==> src/common/ifcnt_defs.svh <==
// Constants for the gated intermediate-frequency counter
`ifndef IFCNT_DEFS_SVH
`define IFCNT_DEFS_SVH
`define IFCNT_ADDR_RESULT   7'h43
`define IFCNT_CLK_HZ        75000
`define IFCNT_TICK_HZ       1000
`define IFCNT_TICK_DIV      (`IFCNT_CLK_HZ / `IFCNT_TICK_HZ)
`define IFCNT_GATE_1MS      8'd1
`define IFCNT_GATE_4MS      8'd4
`define IFCNT_GATE_8MS      8'd8
`define IFCNT_SYNC_STAGES   3
`endif

==> src/common/ifcnt_pkg.sv <==
// Types for the gated intermediate-frequency counter
package ifcnt_pkg;
  typedef enum logic [1:0] {
    IFCNT_GT_1MS,
    IFCNT_GT_4MS,
    IFCNT_GT_8MS,
    IFCNT_GT_OPEN
  } ifcnt_gate_t;
  typedef enum logic [1:0] {
    IFCNT_FN_OFF,
    IFCNT_FN_FM_SHARED,
    IFCNT_FN_AM_AMPIN,
    IFCNT_FN_AM_SHARED
  } ifcnt_func_t;
  typedef struct packed {
    ifcnt_func_t func;
    ifcnt_gate_t gate;
  } ifcnt_mode_t;
  typedef struct packed {
    logic count_start_flag;
    logic count_clear_flag;
  } ifcnt_cmd_t;
endpackage

==> src/rtl/ifcnt_top.sv <==
// Gated 16-bit intermediate-frequency counter with pin routing
// Contract
// Timed gate opens at next 1 kHz tick after start, lasts 1/4/8 ms.
// Selected input counted in 16-bit up-counter while gate open.
// Gate status flag cleared when gate closes.
// Gate status flag set as soon as start is written.
// Open gate setting opens gate immediately without start.
// Software must not start while open gate selected.
// Count clear works in every gate setting.
// Leaving open setting closes gate; restoring it reopens.
// Result read at address 43H, 16 bits; writes ignored.
// FM mode counts shared pin after divide-by-two.
// AM mode counts selected pin directly.
// Software waits for amplifier settling before starting.
// Software polls status and reads only after gate closed.
// Gate interval derived by dividing the 75 kHz clock.
// Input high at gate open adds one count.
// Resets return pins to input; latch cleared only on power-on.
// Halt keeps pin configuration unchanged.
// Gate code 00=1ms, 01=4ms, 10=8ms, 11=open.
// Function code 00 off, 01 FM shared, 10 AM pin, 11 AM shared.
// Counter wraps from maximum to zero and continues.
// Start and clear are self-clearing single-cycle strobes.
`include "ifcnt_defs.svh"
`timescale 1ns/1ps
`default_nettype none
module ifcnt_top #(
  parameter int unsigned CNT_W    = 16,
  parameter int unsigned TICK_DIV = `IFCNT_TICK_DIV
) (
  input  wire logic                clk_i,
  input  wire logic                srst_i,
  input  wire logic                por_i,
  input  wire logic                ce_reset_i,
  input  wire logic                clock_stop_i,
  input  wire logic                halt_i,
  input  wire logic                mode_we_i,
  input  wire ifcnt_pkg::ifcnt_mode_t mode_i,
  input  wire ifcnt_pkg::ifcnt_cmd_t  cmd_i,
  input  wire logic                rd_i,
  input  wire logic [6:0]          addr_i,
  output logic [CNT_W-1:0]         transfer_buffer_o,
  output logic                     rd_hit_o,
  output logic                     gate_open_status_o,
  output ifcnt_pkg::ifcnt_mode_t   mode_o,
  input  wire logic                shared_pin_i,
  input  wire logic                am_pin_i,
  input  wire logic [1:0]          port_latch_we_i,
  input  wire logic [1:0]          port_latch_d_i,
  input  wire logic [1:0]          port_dir_out_i,
  output logic [1:0]               port_o,
  output logic [1:0]               port_oe_o,
  output logic [1:0]               port_in_o
);
  import ifcnt_pkg::*;

  ifcnt_mode_t          mode_r;
  logic                 cfg_rst;
  logic [2:0]           sh_sync_r;
  logic [2:0]           am_sync_r;
  logic                 sh_lvl_r;
  logic                 am_lvl_r;
  logic                 src_prev_r;
  logic                 div2_r;
  logic                 src_lvl;
  logic                 src_edge;
  logic [15:0]          tick_cnt_r;
  logic                 tick;
  logic                 armed_r;
  logic                 timed_open_r;
  logic [7:0]           ms_left_r;
  logic                 gate_open;
  logic [CNT_W-1:0]     count_r;
  logic [1:0]           latch_r;
  logic [1:0]           dir_r;
  logic                 src_prev_sh;

  function automatic logic [7:0] gate_ms(input ifcnt_gate_t g);
    unique case (g)
      IFCNT_GT_1MS: gate_ms = `IFCNT_GATE_1MS;
      IFCNT_GT_4MS: gate_ms = `IFCNT_GATE_4MS;
      IFCNT_GT_8MS: gate_ms = `IFCNT_GATE_8MS;
      IFCNT_GT_OPEN: gate_ms = 8'h00;
    endcase
  endfunction

  // Any of the four resets clears mode; halt freezes it
  assign cfg_rst = srst_i | por_i | ce_reset_i | clock_stop_i;

  always_ff @(posedge clk_i) begin
    if (cfg_rst) begin
      mode_r <= '0;
    end else if (mode_we_i && !halt_i) begin
      mode_r <= mode_i;
    end
  end
  assign mode_o = mode_r;

  // Pins are asynchronous; change taken once stages two and three agree
  always_ff @(posedge clk_i) begin
    if (srst_i) begin
      sh_sync_r <= 3'h0;
      am_sync_r <= 3'h0;
      sh_lvl_r  <= 1'b0;
      am_lvl_r  <= 1'b0;
    end else begin
      sh_sync_r <= {sh_sync_r[1:0], shared_pin_i};
      am_sync_r <= {am_sync_r[1:0], am_pin_i};
      if (sh_sync_r[1] == sh_sync_r[2]) begin
        sh_lvl_r <= sh_sync_r[2];
      end
      if (am_sync_r[1] == am_sync_r[2]) begin
        am_lvl_r <= am_sync_r[2];
      end
    end
  end

  always_comb begin
    unique case (mode_r.func)
      IFCNT_FN_OFF:       src_lvl = 1'b0;
      IFCNT_FN_FM_SHARED: src_lvl = div2_r;
      IFCNT_FN_AM_AMPIN:  src_lvl = am_lvl_r;
      IFCNT_FN_AM_SHARED: src_lvl = sh_lvl_r;
    endcase
  end

  // Divide-by-two toggles on each rising edge of the shared pin
  always_ff @(posedge clk_i) begin
    if (srst_i || mode_r.func != IFCNT_FN_FM_SHARED) begin
      div2_r <= 1'b0;
    end else if (sh_lvl_r && !src_prev_sh) begin
      div2_r <= ~div2_r;
    end
  end

  always_ff @(posedge clk_i) begin
    if (srst_i) begin
      src_prev_sh <= 1'b0;
    end else begin
      src_prev_sh <= sh_lvl_r;
    end
  end

  // Previous level is zero while gate shut, so a high input at open counts once
  always_ff @(posedge clk_i) begin
    if (srst_i || !gate_open) begin
      src_prev_r <= 1'b0;
    end else begin
      src_prev_r <= src_lvl;
    end
  end
  assign src_edge = gate_open && src_lvl && !src_prev_r;

  // Millisecond tick divided from system clock
  always_ff @(posedge clk_i) begin
    if (srst_i) begin
      tick_cnt_r <= 16'h0000;
    end else if (tick) begin
      tick_cnt_r <= 16'h0000;
    end else begin
      tick_cnt_r <= tick_cnt_r + 16'h0001;
    end
  end
  assign tick = (tick_cnt_r == 16'(TICK_DIV - 1));

  // Start strobe arms; next tick opens for the selected number of ticks
  always_ff @(posedge clk_i) begin
    if (cfg_rst || mode_r.gate == IFCNT_GT_OPEN) begin
      armed_r      <= 1'b0;
      timed_open_r <= 1'b0;
      ms_left_r    <= 8'h00;
    end else if (cmd_i.count_start_flag && !timed_open_r) begin
      armed_r <= 1'b1;
    end else if (armed_r && tick) begin
      armed_r      <= 1'b0;
      timed_open_r <= 1'b1;
      ms_left_r    <= gate_ms(mode_r.gate);
    end else if (timed_open_r && tick) begin
      if (ms_left_r == 8'h01) begin
        timed_open_r <= 1'b0;
      end
      ms_left_r <= ms_left_r - 8'h01;
    end
  end

  assign gate_open = (mode_r.func != IFCNT_FN_OFF) &&
                     ((mode_r.gate == IFCNT_GT_OPEN) || timed_open_r);
  // Status high from start write until close
  assign gate_open_status_o = armed_r || timed_open_r ||
                              (mode_r.gate == IFCNT_GT_OPEN);

  // Clear strobe wins over a simultaneous edge
  always_ff @(posedge clk_i) begin
    if (srst_i || cmd_i.count_clear_flag) begin
      count_r <= '0;
    end else if (src_edge) begin
      count_r <= count_r + 1'b1;
    end
  end

  assign rd_hit_o = rd_i && (addr_i == `IFCNT_ADDR_RESULT);
  always_ff @(posedge clk_i) begin
    if (srst_i) begin
      transfer_buffer_o <= '0;
    end else if (rd_hit_o) begin
      transfer_buffer_o <= count_r;
    end
  end

  // Port latch clears only at power-on; direction forced input by any reset
  always_ff @(posedge clk_i) begin
    if (por_i) begin
      latch_r <= 2'b00;
    end else begin
      for (int i = 0; i < 2; i++) begin
        if (port_latch_we_i[i] && !halt_i) begin
          latch_r[i] <= port_latch_d_i[i];
        end
      end
    end
  end
  always_ff @(posedge clk_i) begin
    if (cfg_rst) begin
      dir_r <= 2'b00;
    end else if (!halt_i) begin
      dir_r <= port_dir_out_i;
    end
  end
  assign port_o    = latch_r;
  assign port_oe_o = (mode_r.func == IFCNT_FN_OFF) ? dir_r : 2'b00;
  assign port_in_o = {sh_lvl_r, am_lvl_r};

  chk_start_sets_status: assert property (@(posedge clk_i) disable iff (srst_i)
    (cmd_i.count_start_flag && !cfg_rst && mode_r.gate != IFCNT_GT_OPEN)
      |=> gate_open_status_o) else $error("status not set by start");
  chk_close_clears_status: assert property (@(posedge clk_i) disable iff (srst_i)
    ($fell(timed_open_r) && mode_r.gate != IFCNT_GT_OPEN && !armed_r)
      |-> !gate_open_status_o) else $error("status not cleared");
  chk_open_gate_immediate: assert property (@(posedge clk_i) disable iff (srst_i)
    (mode_r.gate == IFCNT_GT_OPEN && mode_r.func != IFCNT_FN_OFF) |-> gate_open)
    else $error("open gate not open");
  chk_opens_on_tick: assert property (@(posedge clk_i) disable iff (srst_i)
    $rose(timed_open_r) |-> $past(tick) && $past(armed_r)) else $error("gate opened off tick");
  chk_clear_count: assert property (@(posedge clk_i) disable iff (srst_i)
    cmd_i.count_clear_flag |=> count_r == '0) else $error("clear ignored");
  chk_count_step: assert property (@(posedge clk_i) disable iff (srst_i)
    (!cmd_i.count_clear_flag && src_edge) |=> count_r == $past(count_r) + 1'b1)
    else $error("count step wrong");
  chk_count_hold: assert property (@(posedge clk_i) disable iff (srst_i)
    (!cmd_i.count_clear_flag && !gate_open) |=> count_r == $past(count_r))
    else $error("count moved with gate shut");
  chk_read_result: assert property (@(posedge clk_i) disable iff (srst_i)
    rd_hit_o |=> transfer_buffer_o == $past(count_r)) else $error("read wrong");
  chk_tick_period: assert property (@(posedge clk_i) disable iff (srst_i)
    tick |=> !tick) else $error("tick too frequent");
  chk_reset_pins_input: assert property (@(posedge clk_i)
    cfg_rst |=> port_oe_o == 2'b00) else $error("pins not input after reset");

  // Timed gate sequencing
  chk_gate_length: assert property (@(posedge clk_i) disable iff (srst_i)
    $rose(timed_open_r) |-> ms_left_r == gate_ms(mode_r.gate))
    else $error("gate length code wrong");
  chk_close_on_last: assert property (@(posedge clk_i) disable iff (srst_i)
    (timed_open_r && tick && ms_left_r == 8'h01 && mode_r.gate != IFCNT_GT_OPEN)
      |=> !timed_open_r) else $error("gate not closed at end");
  chk_timed_countdown: assert property (@(posedge clk_i) disable iff (srst_i)
    (timed_open_r && tick && ms_left_r != 8'h01 && !cfg_rst && mode_r.gate != IFCNT_GT_OPEN)
      |=> timed_open_r && ms_left_r == $past(ms_left_r) - 8'h01) else $error("bad countdown");
  chk_armed_waits_tick: assert property (@(posedge clk_i) disable iff (srst_i)
    (armed_r && !tick && !cfg_rst && mode_r.gate != IFCNT_GT_OPEN) |=> armed_r)
    else $error("arm lost before tick");
  chk_status_armed: assert property (@(posedge clk_i) disable iff (srst_i)
    armed_r |-> gate_open_status_o) else $error("status low while armed");
  chk_start_ignored_open: assert property (@(posedge clk_i) disable iff (srst_i)
    (mode_r.gate == IFCNT_GT_OPEN) |=> !armed_r) else $error("start taken in open setting");
  chk_leave_open_closes: assert property (@(posedge clk_i) disable iff (srst_i)
    (mode_r.gate != IFCNT_GT_OPEN && !timed_open_r) |-> !gate_open)
    else $error("gate open without timer");

  // Input selection and counting
  chk_off_no_count: assert property (@(posedge clk_i) disable iff (srst_i)
    (mode_r.func == IFCNT_FN_OFF) |-> !src_edge) else $error("count in off mode");
  chk_fm_divides: assert property (@(posedge clk_i) disable iff (srst_i)
    (mode_r.func == IFCNT_FN_FM_SHARED && sh_lvl_r && !src_prev_sh)
      |=> div2_r != $past(div2_r)) else $error("divider missed edge");
  chk_fm_div_idle: assert property (@(posedge clk_i) disable iff (srst_i)
    (mode_r.func != IFCNT_FN_FM_SHARED) |=> !div2_r) else $error("divider not idle");
  chk_am_pin_direct: assert property (@(posedge clk_i) disable iff (srst_i)
    (mode_r.func == IFCNT_FN_AM_AMPIN) |-> src_lvl == am_lvl_r)
    else $error("am pin not routed");
  chk_am_shared_direct: assert property (@(posedge clk_i) disable iff (srst_i)
    (mode_r.func == IFCNT_FN_AM_SHARED) |-> src_lvl == sh_lvl_r)
    else $error("shared pin not routed");
  chk_edge_at_open: assert property (@(posedge clk_i) disable iff (srst_i)
    ($rose(gate_open) && src_lvl) |-> src_edge) else $error("high input at open missed");
  chk_count_wrap: assert property (@(posedge clk_i) disable iff (srst_i)
    (src_edge && !cmd_i.count_clear_flag && count_r == '1) |=> count_r == '0)
    else $error("count did not wrap");

  // Reset and halt
  chk_reset_mode: assert property (@(posedge clk_i) disable iff (srst_i)
    cfg_rst |=> mode_r == '0) else $error("mode kept over reset");
  chk_halt_holds_mode: assert property (@(posedge clk_i) disable iff (srst_i)
    (halt_i && !cfg_rst) |=> mode_r == $past(mode_r)) else $error("mode moved in halt");
endmodule
`default_nettype wire

==> config.mk <==
export PLATFORM = sky130hd
export DESIGN_NAME = ifcnt_top
export DESIGN_NICKNAME = d
export VERILOG_FILES = /design/src/common/ifcnt_pkg.sv /design/src/rtl/ifcnt_top.sv
export VERILOG_INCLUDE_DIRS = /design/src /design/src/common
export SDC_FILE = /design/constraint.sdc
export NUM_CORES = 1
export LEC_CHECK = 0
export ABC_AREA = 0
export BUFFER_PORTS_ARGS = -buffer_cell sky130_fd_sc_hd__buf_2
export CAP_MARGIN = 15
export CORE_UTILIZATION = 25
export CTS_CLUSTER_SIZE = 28
export DETAILED_ROUTE_END_ITERATION = 6
export HOLD_SLACK_MARGIN = 0.02
export PLACE_DENSITY = 0.49
export SLEW_MARGIN = 20
export SYNTH_ARGS = -nofsm -noshare
export SYNTH_HDL_FRONTEND = slang
export SYNTH_SLANG_ARGS = --single-unit
==> constraint.sdc <==
create_clock -name clk_i -period 2.73 [get_ports clk_i]
set_input_delay 0.546 -clock clk_i [delete_from_list [all_inputs] [get_ports clk_i]]
set_output_delay 0.546 -clock clk_i [all_outputs]
set_load 0.1 [all_outputs]
==> results.yml, run 1 <==
critical_path:
  cp-start-kind: "register"
  crit_path_end_kind: "output pin"
  crit_type: "reg2out"
  cp_max_fo: 8
  crit_arrival_ns: 1.58
  worstPathRequired_ns: 2.18
  reg2regPathDepth: 5
power:
  vdd_drop_max_mv: 0.328
  pwr_density_cell_mw_per_mm2: 579
  leakage_nw: 1.69
floorplan:
  ios: 57
  die_y_um: 117
  row_count: 41
  dieArea_mm2: 0.0137
  coreArea_mm2: 0.0127
  fp.dieW_um: 117
  start_util_pct: 25.9
synth:
  ys.flop_type: "dfxtp_1"
  post_synth_most_frequent_cells: "dfxtp_1 (77), nor2_1 (65), mux2i_1 (25), nand2_1 (25), a21oi_1 (17)"
  synth.most_common_cell: "dfxtp_1"
  synth_cells: 364
  synth_top_area_cell: "dfxtp_1"
  synth_top_area_share_pct: 46.7
  yosys_warnings: 0
  synth_area_per_cell_um2: 9.07
  syn_nets: 398
  yosys_register_bits: 77
  async_reset_ff_share_pct: 0
  yosysUniqueCellTypes: 42
  syn-cell-area_mm2: 0.00330
  yosysSeqAreaShare_pct: 46.7
  synth_area_leaders: "dfxtp_1 (47%), mux2i_1 (7.6%), nor2_1 (7.4%), xor2_1 (4.2%), xnor2_1 (3.4%)"
  synth_edf_count: 0
clock_tree:
  htreeDepth: 3
  clk_pin_slew_ns: 0.06
  clockBufferDepth: 2
  clock_latency_ns: 0.33
  cts_setup_buffers: 0
  tritoncts: "yes"
  cts_resized: 0
  numCtsBuffers: 9
  cts_root_buffer: "clkbuf_16"
  postCtsHoldBufs: 0
  clock-sinks: 77
global_route:
  grt_pass1_vias: 2506
  grt_pass1_wl_um: 11200
  grt_usage_pct: 10.5
  grt_max_degree: 30
  antenna_found_initial: 0
  overflow: 0
finish:
  final_cells: 595
  drive_gt1_share_pct: 19.6
  final_nets: 452
  syn_to_final_growth_pct: 22.8
  antenna_cells: 0
  fin_util_pct: 31.9
sta:
  max_freq_mhz: 471
  setup_tns_ns: 0
  finClkSkew_ns: 0.00844
  worstMarginPinSlew_ns: 0.646
  setup_viol: 0
  min_period_over_period_pct: 77.8
  hold_ws_ns: 0.410
  rsz0062_at_grt: "false"
  fin_crit_ns: 2.12
  finalHoldViolations: 0
  slew_viol_final: 0
  relSlewSlack_pct: 56.9
placement:
  dp_hpwl_um: 4820
  place_congestion: 0.763
  dp.cells: 579
  port_buffers: 56
routing:
  vias: 2631
  drt_iter0_drc: 126
  postRouteAntennaNets: 0
  wl_per_cell_um: 11.1
  dr.pass1.iters: 4
  route.detailed.drc: 0
  vias_per_cell: 4.42
  routed_wirelength_um: 6630
worst_hold_path:
  hold_class: "in2reg"
  hold_path_depth: 2
status:
  status: "finished clean"
job:
  maxCapViolCount: 0
-- kinds of logic (layout without fill, tap and decap cells) --
logic type | after synthesis | count (layout) | synth area share, %
AOI/OAI and AO/OA | 36 | 36 | 6.86
and+or+nand+nor | 169 | 169 | 26.1
DFF | 77 | 77 | 46.7
adders and majority gates | 5 | 5 | 1.90
buffers and inverters | 23 | 82 | 3.15
muxes | 25 | 25 | 7.58
xor gates and xnor gates | 29 | 29 | 7.70
-- final cells by class --
cell class	count	area [µm²]
Multi-Input combinational cell	264	1670
Timing Repair Buffer	60	325
Tap cell	172	215
Inverter	6	22.5
Clock inverter	7	57.6
Clock buffer	9	225
Fill cell	1386	8670
Sequential cell	77	1540
-- power breakdown --
group / total, mW / switching (mW) / internal, mW
clock network: 1.12 / 0.494 / 0.626
registers: 1.14 / 0.00733 / 1.13
logic: 0.0867 / 0.0532 / 0.0335
-- worst paths after layout --
path	from	endpoint	slack, ns
worst min register to register	sh_sync_r[0]$_SDFF_PP0_	sh_sync_r[1]$_SDFF_PP0_	0.44
worst min-delay path	por_i	port_o[0]$_SDFFE_PP0P_	0.41
worst max-delay path	mode_o[1]$_SDFFE_PP0P_	gate_open_status_o	0.61
worst max register to register	mode_o[3]$_SDFFE_PP0P_	count_r[15]$_SDFFE_PP0P_	0.76
-- state kept, by name, summed over array words and instances, names as in the netlist, 2 cells and up --
name               cells
sh_sync_r              3
ms_left_r              8
mode_o                 4
dir_r                  2
transfer_buffer_o     16
am_sync_r              3
port_o                 2
count_r               16
tick_cnt_r            16
-- per-layer routing --
metal  track usage [%]  vias to the layer above  wire, µm
li1                  -                     1352         -
met1              12.6                     1219      3130
met2              17.8                       49      3110
met3              2.68                       11       266
met4              4.30                        0       120
met5                 0                        -         0
-- worst max-delay path: stages, from the launching register on --
cell	delay (ns)
dfxtp_1	0.38
a21oi_1	0.44
nand2b_1	0.12
buf_2	0.31
-- cells in the final DEF, fill, tap and decap left out, types with 3 or more instances in the layout --
cell type    n
dfxtp_1     77
nor2_1      65
buf_2       55
nand2_1     25
mux2i_1     25
a21oi_1     17
xor2_1      16
xnor2_1     13
nor3_1      11
nor2b_1     11
o21ai_0     11
nand3_1     10
clkbuf_16    9
nand4_1      7
and3_1       7
inv_1        6
or3_1        5
ha_1         5
buf_4        4
nand2b_1     3
nor3b_1      3
and4_1       3
inv_6        3
clkinvlp_4   3
-- per-stage QoR --
stage	worst slack, ns	area [µm²]	power, mW
CTS	0.554	4050	2.39
global route	0.490	4050	2.45
detailed placement	0.567	3770	1.25
finish	0.606	4050	2.35
floorplan	-0.0115	3310	1.22
global placement	0.602	3770	1.25
Note: power is estimated with default switching activity, not from simulation.
==> run 2: changes to the inputs <==
==> constraint.sdc (replaced) <==
create_clock -name clk_i -period 2.2 [get_ports clk_i]
set_input_delay 0.44 -clock clk_i [delete_from_list [all_inputs] [get_ports clk_i]]
set_output_delay 0.44 -clock clk_i [all_outputs]
set_load 0.1 [all_outputs]
==> results.yml, run 2 (same netlist as run 1, synthesis figures left out) <==
status:
  status: "finished clean"
critical_path:
  crit_path_end_kind: "output pin"
  cp-start-kind: "register"
  crit_arrival_ns: 1.60
  crit_type: "reg2out"
  r2r-start: "mode_o[2]$_SDFFE_PP0P_"
  reg2reg_to: "count_r[14]$_SDFFE_PP0P_"
  reg2reg_slack_ns: 0.34
  worstPathRequired_ns: 1.76
  reg2regPathDepth: 5
  cp_max_fo: 8
sta:
  max_freq_mhz: 490
  slew_viol_final: 0
  rsz0062_at_grt: "false"
  worstMarginPinSlew_ns: 0.629
  relSlewSlack_pct: 58.1
  setup_tns_ns: 0
  finClkSkew_ns: 0.00477
  fin_crit_ns: 2.04
  min_period_over_period_pct: 92.8
  finalHoldViolations: 0
  setup_viol: 0
finish:
  final_common_cell: "dfxtp_1"
  reg_top3: "count_r: 16 flops, tick_cnt_r: 16 flops, transfer_buffer_o: 16 flops"
  antenna_cells: 0
  syn_to_final_growth_pct: 23.7
  drive_gt1_share_pct: 20.6
  final_nets: 453
  final_cell_mix: "dfxtp_1 (73), nor2_1 (65), buf_2 (55)"
worst_hold_path:
  hold_class: "in2reg"
  min_from: "por_i"
  hold_path_depth: 2
  hold_path_end: "port_o[1]$_SDFFE_PP0P_"
placement:
  dp_hpwl_um: 4920
  place_congestion: 0.741
  port_buffers: 56
clock_tree:
  htreeDepth: 3
  cts_resized: 0
  numCtsBuffers: 9
  clk_pin_slew_ns: 0.05
  clock-sinks: 77
  cts_setup_buffers: 0
  clock_latency_ns: 0.33
  tritoncts: "yes"
  cts_root_buffer: "clkbuf_16"
  postCtsHoldBufs: 0
  clockBufferDepth: 2
routing:
  wl_per_cell_um: 11.4
  postRouteAntennaNets: 0
  routed_wirelength_um: 6760
  met1_length_um: 3160
  route.detailed.drc: 0
  drt_iter0_drc: 80
  dr.max_layer_used: "met4"
  dr_wl_met2_um: 3260
  vias_per_cell: 4.31
  vias: 2563
  dr.pass1.iters: 4
  wl_met3_um: 272
power:
  vdd_drop_max_mv: 0.355
  p_total_mw: 2.90
  pwr_density_cell_mw_per_mm2: 710
  leakage_nw: 1.69
job:
  maxCapViolCount: 0
floorplan:
  ios: 57
  row_count: 41
  coreArea_mm2: 0.0127
  fp.dieW_um: 117
  start_util_pct: 25.9
  die_y_um: 117
  dieArea_mm2: 0.0137
global_route:
  grt_pass1_wl_um: 11200
  grt_usage_pct: 10.7
  grt_pass1_vias: 2399
  antenna_found_initial: 0
  grt_max_degree: 30
  overflow: 0
==> run 2: final cells by class <==
class                           instances  area [µm²]
Clock buffer                           14         274
Tap cell                              172         215
Clock inverter                          1        5.00
Inverter                                6        26.3
Timing Repair Buffer                   61         333
Fill cell                            1374        8640
Multi-Input combinational cell        264        1680
Sequential cell                        77        1550
==> run 2: worst max-delay path: stages, from the launching register on <==
cell	delay [ns]
dfxtp_2	0.36
a21oi_1	0.48
nand2b_2	0.12
buf_2	0.31
==> run 2: how the worst max path moves through the flow <==
stage / cells past startpoint / end / start / slack [ns]
floorplan: 6 / count_r[14]$_SDFFE_PP0P_ / mode_o[2]$_SDFFE_PP0P_ / 0.04
global placement: 5 / ms_left_r[5]$_SDFFE_PP0P_ / srst_i / 0.31
detailed placement: 5 / ms_left_r[6]$_SDFFE_PP0P_ / srst_i / 0.30
CTS: 3 / gate_open_status_o / mode_o[1]$_SDFFE_PP0P_ / 0.15
global route: 3 / gate_open_status_o / mode_o[1]$_SDFFE_PP0P_ / 0.08
finish: 3 / gate_open_status_o / mode_o[1]$_SDFFE_PP0P_ / 0.16
==> run 2: layer usage <==
layer	up-vias	GRT usage, %
met5	-	0
met2	37	18.2
met3	8	3.81
met1	1169	12.3
met4	0	3.80
li1	1349	-
==> run 2: power by group <==
group | internal, mW | switching, mW
Clock | 0.848 | 0.527
Sequential | 1.41 | 0.00949
Combinational | 0.0425 | 0.0665
Total | 2.30 | 0.603
==> run 2: per-stage QoR <==
stage	hold WS [ns]	worst slack (ns)	cells	util, %	instance area (µm²)
2_1_floorplan	0.414	0.0404	364	-	3340
3_3_place_gp	0.430	0.309	580	29.9	3800
3_5_place_dp	0.437	0.301	580	29.9	3800
4_1_cts	0.280	0.151	595	32.1	4080
5_1_grt	0.284	0.0846	595	32.1	4080
6_report	0.293	0.158	595	32.1	4080
==> run 3: changes to the inputs <==
==> constraint.sdc (replaced) <==
create_clock -name clk_i -period 2.29 [get_ports clk_i]
set_input_delay 0.458 -clock clk_i [delete_from_list [all_inputs] [get_ports clk_i]]
set_output_delay 0.458 -clock clk_i [all_outputs]
set_load 0.1 [all_outputs]
==> results.yml, run 3 (same netlist as run 1, synthesis figures left out) <==
worst_hold_path:
  min_from: "por_i"
  hold_class: "in2reg"
  hold_path_end: "port_o[1]$_SDFFE_PP0P_"
  hold_path_depth: 2
floorplan:
  die_y_um: 117
  start_util_pct: 25.9
  dieArea_mm2: 0.0137
  row_count: 41
  ios: 57
  coreArea_mm2: 0.0127
  fp.dieW_um: 117
global_route:
  grt_max_degree: 30
  grt_pass1_vias: 2403
  grt_pass1_wl_um: 11100
  antenna_found_initial: 0
  overflow: 0
  grt_usage_pct: 10.4
clock_tree:
  cts_setup_buffers: 0
  numCtsBuffers: 9
  postCtsHoldBufs: 0
  clock_latency_ns: 0.33
  clockBufferDepth: 2
  htreeDepth: 3
  cts_root_buffer: "clkbuf_16"
  clock-sinks: 77
  clk_pin_slew_ns: 0.06
  cts_resized: 0
  tritoncts: "yes"
critical_path:
  worst_path_largest_cell_delay_ns: 0.43
  reg2reg_to: "count_r[14]$_SDFFE_PP0P_"
  reg2regPathDepth: 5
  crit_arrival_ns: 1.50
  cp-start-kind: "register"
  path_depth: 3
  critPathSlowestCell: "a21oi_1"
  cp_cell_sequence: "a21oi_1 > nand2b_2 > buf_2"
  r2r-start: "mode_o[2]$_SDFFE_PP0P_"
  crit_path_end_kind: "output pin"
  path_delay_family: "compound AO/OA/AOI/OAI gates"
  reg2reg_slack_ns: 0.43
  crit_type: "reg2out"
  worstPathRequired_ns: 1.83
  cp_max_fo: 8
  crit_buf_inv: 1
sta:
  setup_tns_ns: 0
  finClkSkew_ns: 0.00638
  slew_viol_final: 0
  worstMarginPinSlew_ns: 0.654
  fin_crit_ns: 1.96
  min_period_over_period_pct: 85.5
  relSlewSlack_pct: 56.4
  setup_viol: 0
  rsz0062_at_grt: "false"
  hold_ws_ns: 0.322
  finalHoldViolations: 0
  max_freq_mhz: 511
power:
  pwr_density_cell_mw_per_mm2: 706
  p_total_mw: 2.88
  leakage_nw: 1.71
  vdd_drop_max_mv: 0.369
routing:
  route.detailed.drc: 0
  vias_per_cell: 4.37
  vias: 2595
  wl_per_cell_um: 11.4
  postRouteAntennaNets: 0
  dr.pass1.iters: 4
  drt_iter0_drc: 170
  routed_wirelength_um: 6750
finish:
  syn_to_final_growth_pct: 23.5
  antenna_cells: 0
  final_nets: 452
  final_common_cell: "dfxtp_1"
  final_cell_mix: "dfxtp_1 (73), nor2_1 (65), buf_2 (55)"
  reg_top3: "count_r: 16 flops, tick_cnt_r: 16 flops, transfer_buffer_o: 16 flops"
  drive_gt1_share_pct: 20.6
placement:
  place_congestion: 0.757
  port_buffers: 56
  dp_hpwl_um: 4860
job:
  maxCapViolCount: 0
status:
  status: "finished clean"
-- run 3: worst max-delay path by stage --
stage                                 from                         to  slack (ns)
global route        mode_o[1]$_SDFFE_PP0P_         gate_open_status_o        0.24
detailed placement                  srst_i  ms_left_r[6]$_SDFFE_PP0P_        0.32
floorplan           mode_o[3]$_SDFFE_PP0P_               port_oe_o[0]       -0.13
CTS                 mode_o[1]$_SDFFE_PP0P_         gate_open_status_o        0.30
finish              mode_o[1]$_SDFFE_PP0P_         gate_open_status_o        0.33
global placement                    srst_i  ms_left_r[5]$_SDFFE_PP0P_        0.36
-- run 3: power by group --
part / switching [mW] / internal, mW / total [mW] / leakage, nW
Sequential: 0.00896 / 1.35 / 1.36 / 0.624
Combinational: 0.0637 / 0.0392 / 0.103 / 0.942
Clock: 0.523 / 0.893 / 1.42 / 0.147
Total: 0.596 / 2.28 / 2.88 / 1.71
-- run 3: cell type report --
| class | count | area (µm²) |
|---|---|---|
| Multi-Input combinational cell | 264 | 1670 |
| Sequential cell | 77 | 1550 |
| Inverter | 6 | 22.5 |
| Timing Repair Buffer | 60 | 325 |
| Clock buffer | 11 | 253 |
| Fill cell | 1365 | 8640 |
| Clock inverter | 4 | 47.5 |
| Tap cell | 172 | 215 |
-- run 3: worst reg2reg max path, delay by kind of cell (launching register included) --
kind	cells	cell delay, ns
XOR/XNOR	1	0.15
AO/OA/AOI/OAI	1	0.62
multiplexers	1	0.17
AND/OR/NAND/NOR	2	0.39
flip-flops	1	0.41
-- run 3: layer usage --
layer	track usage (%)	share of wire, %	vias to the layer above	wire length, µm
li1	-	-	1348	-
met1	12.7	48	1198	3270
met2	17.4	46	39	3110
met3	2.06	3.8	10	256
met4	5.32	1.7	0	114
met5	0	0	-	0
-- run 3: per-stage QoR --
step	instances	setup WS, ns	cell area [µm²]	utilization [%]
3_3_place_gp	579	0.362	3780	29.7
2_1_floorplan	364	-0.132	3320	-
6_report	594	0.333	4080	32.1
4_1_cts	594	0.297	4080	32.1
3_5_place_dp	579	0.323	3780	29.7
5_1_grt	594	0.236	4080	32.1
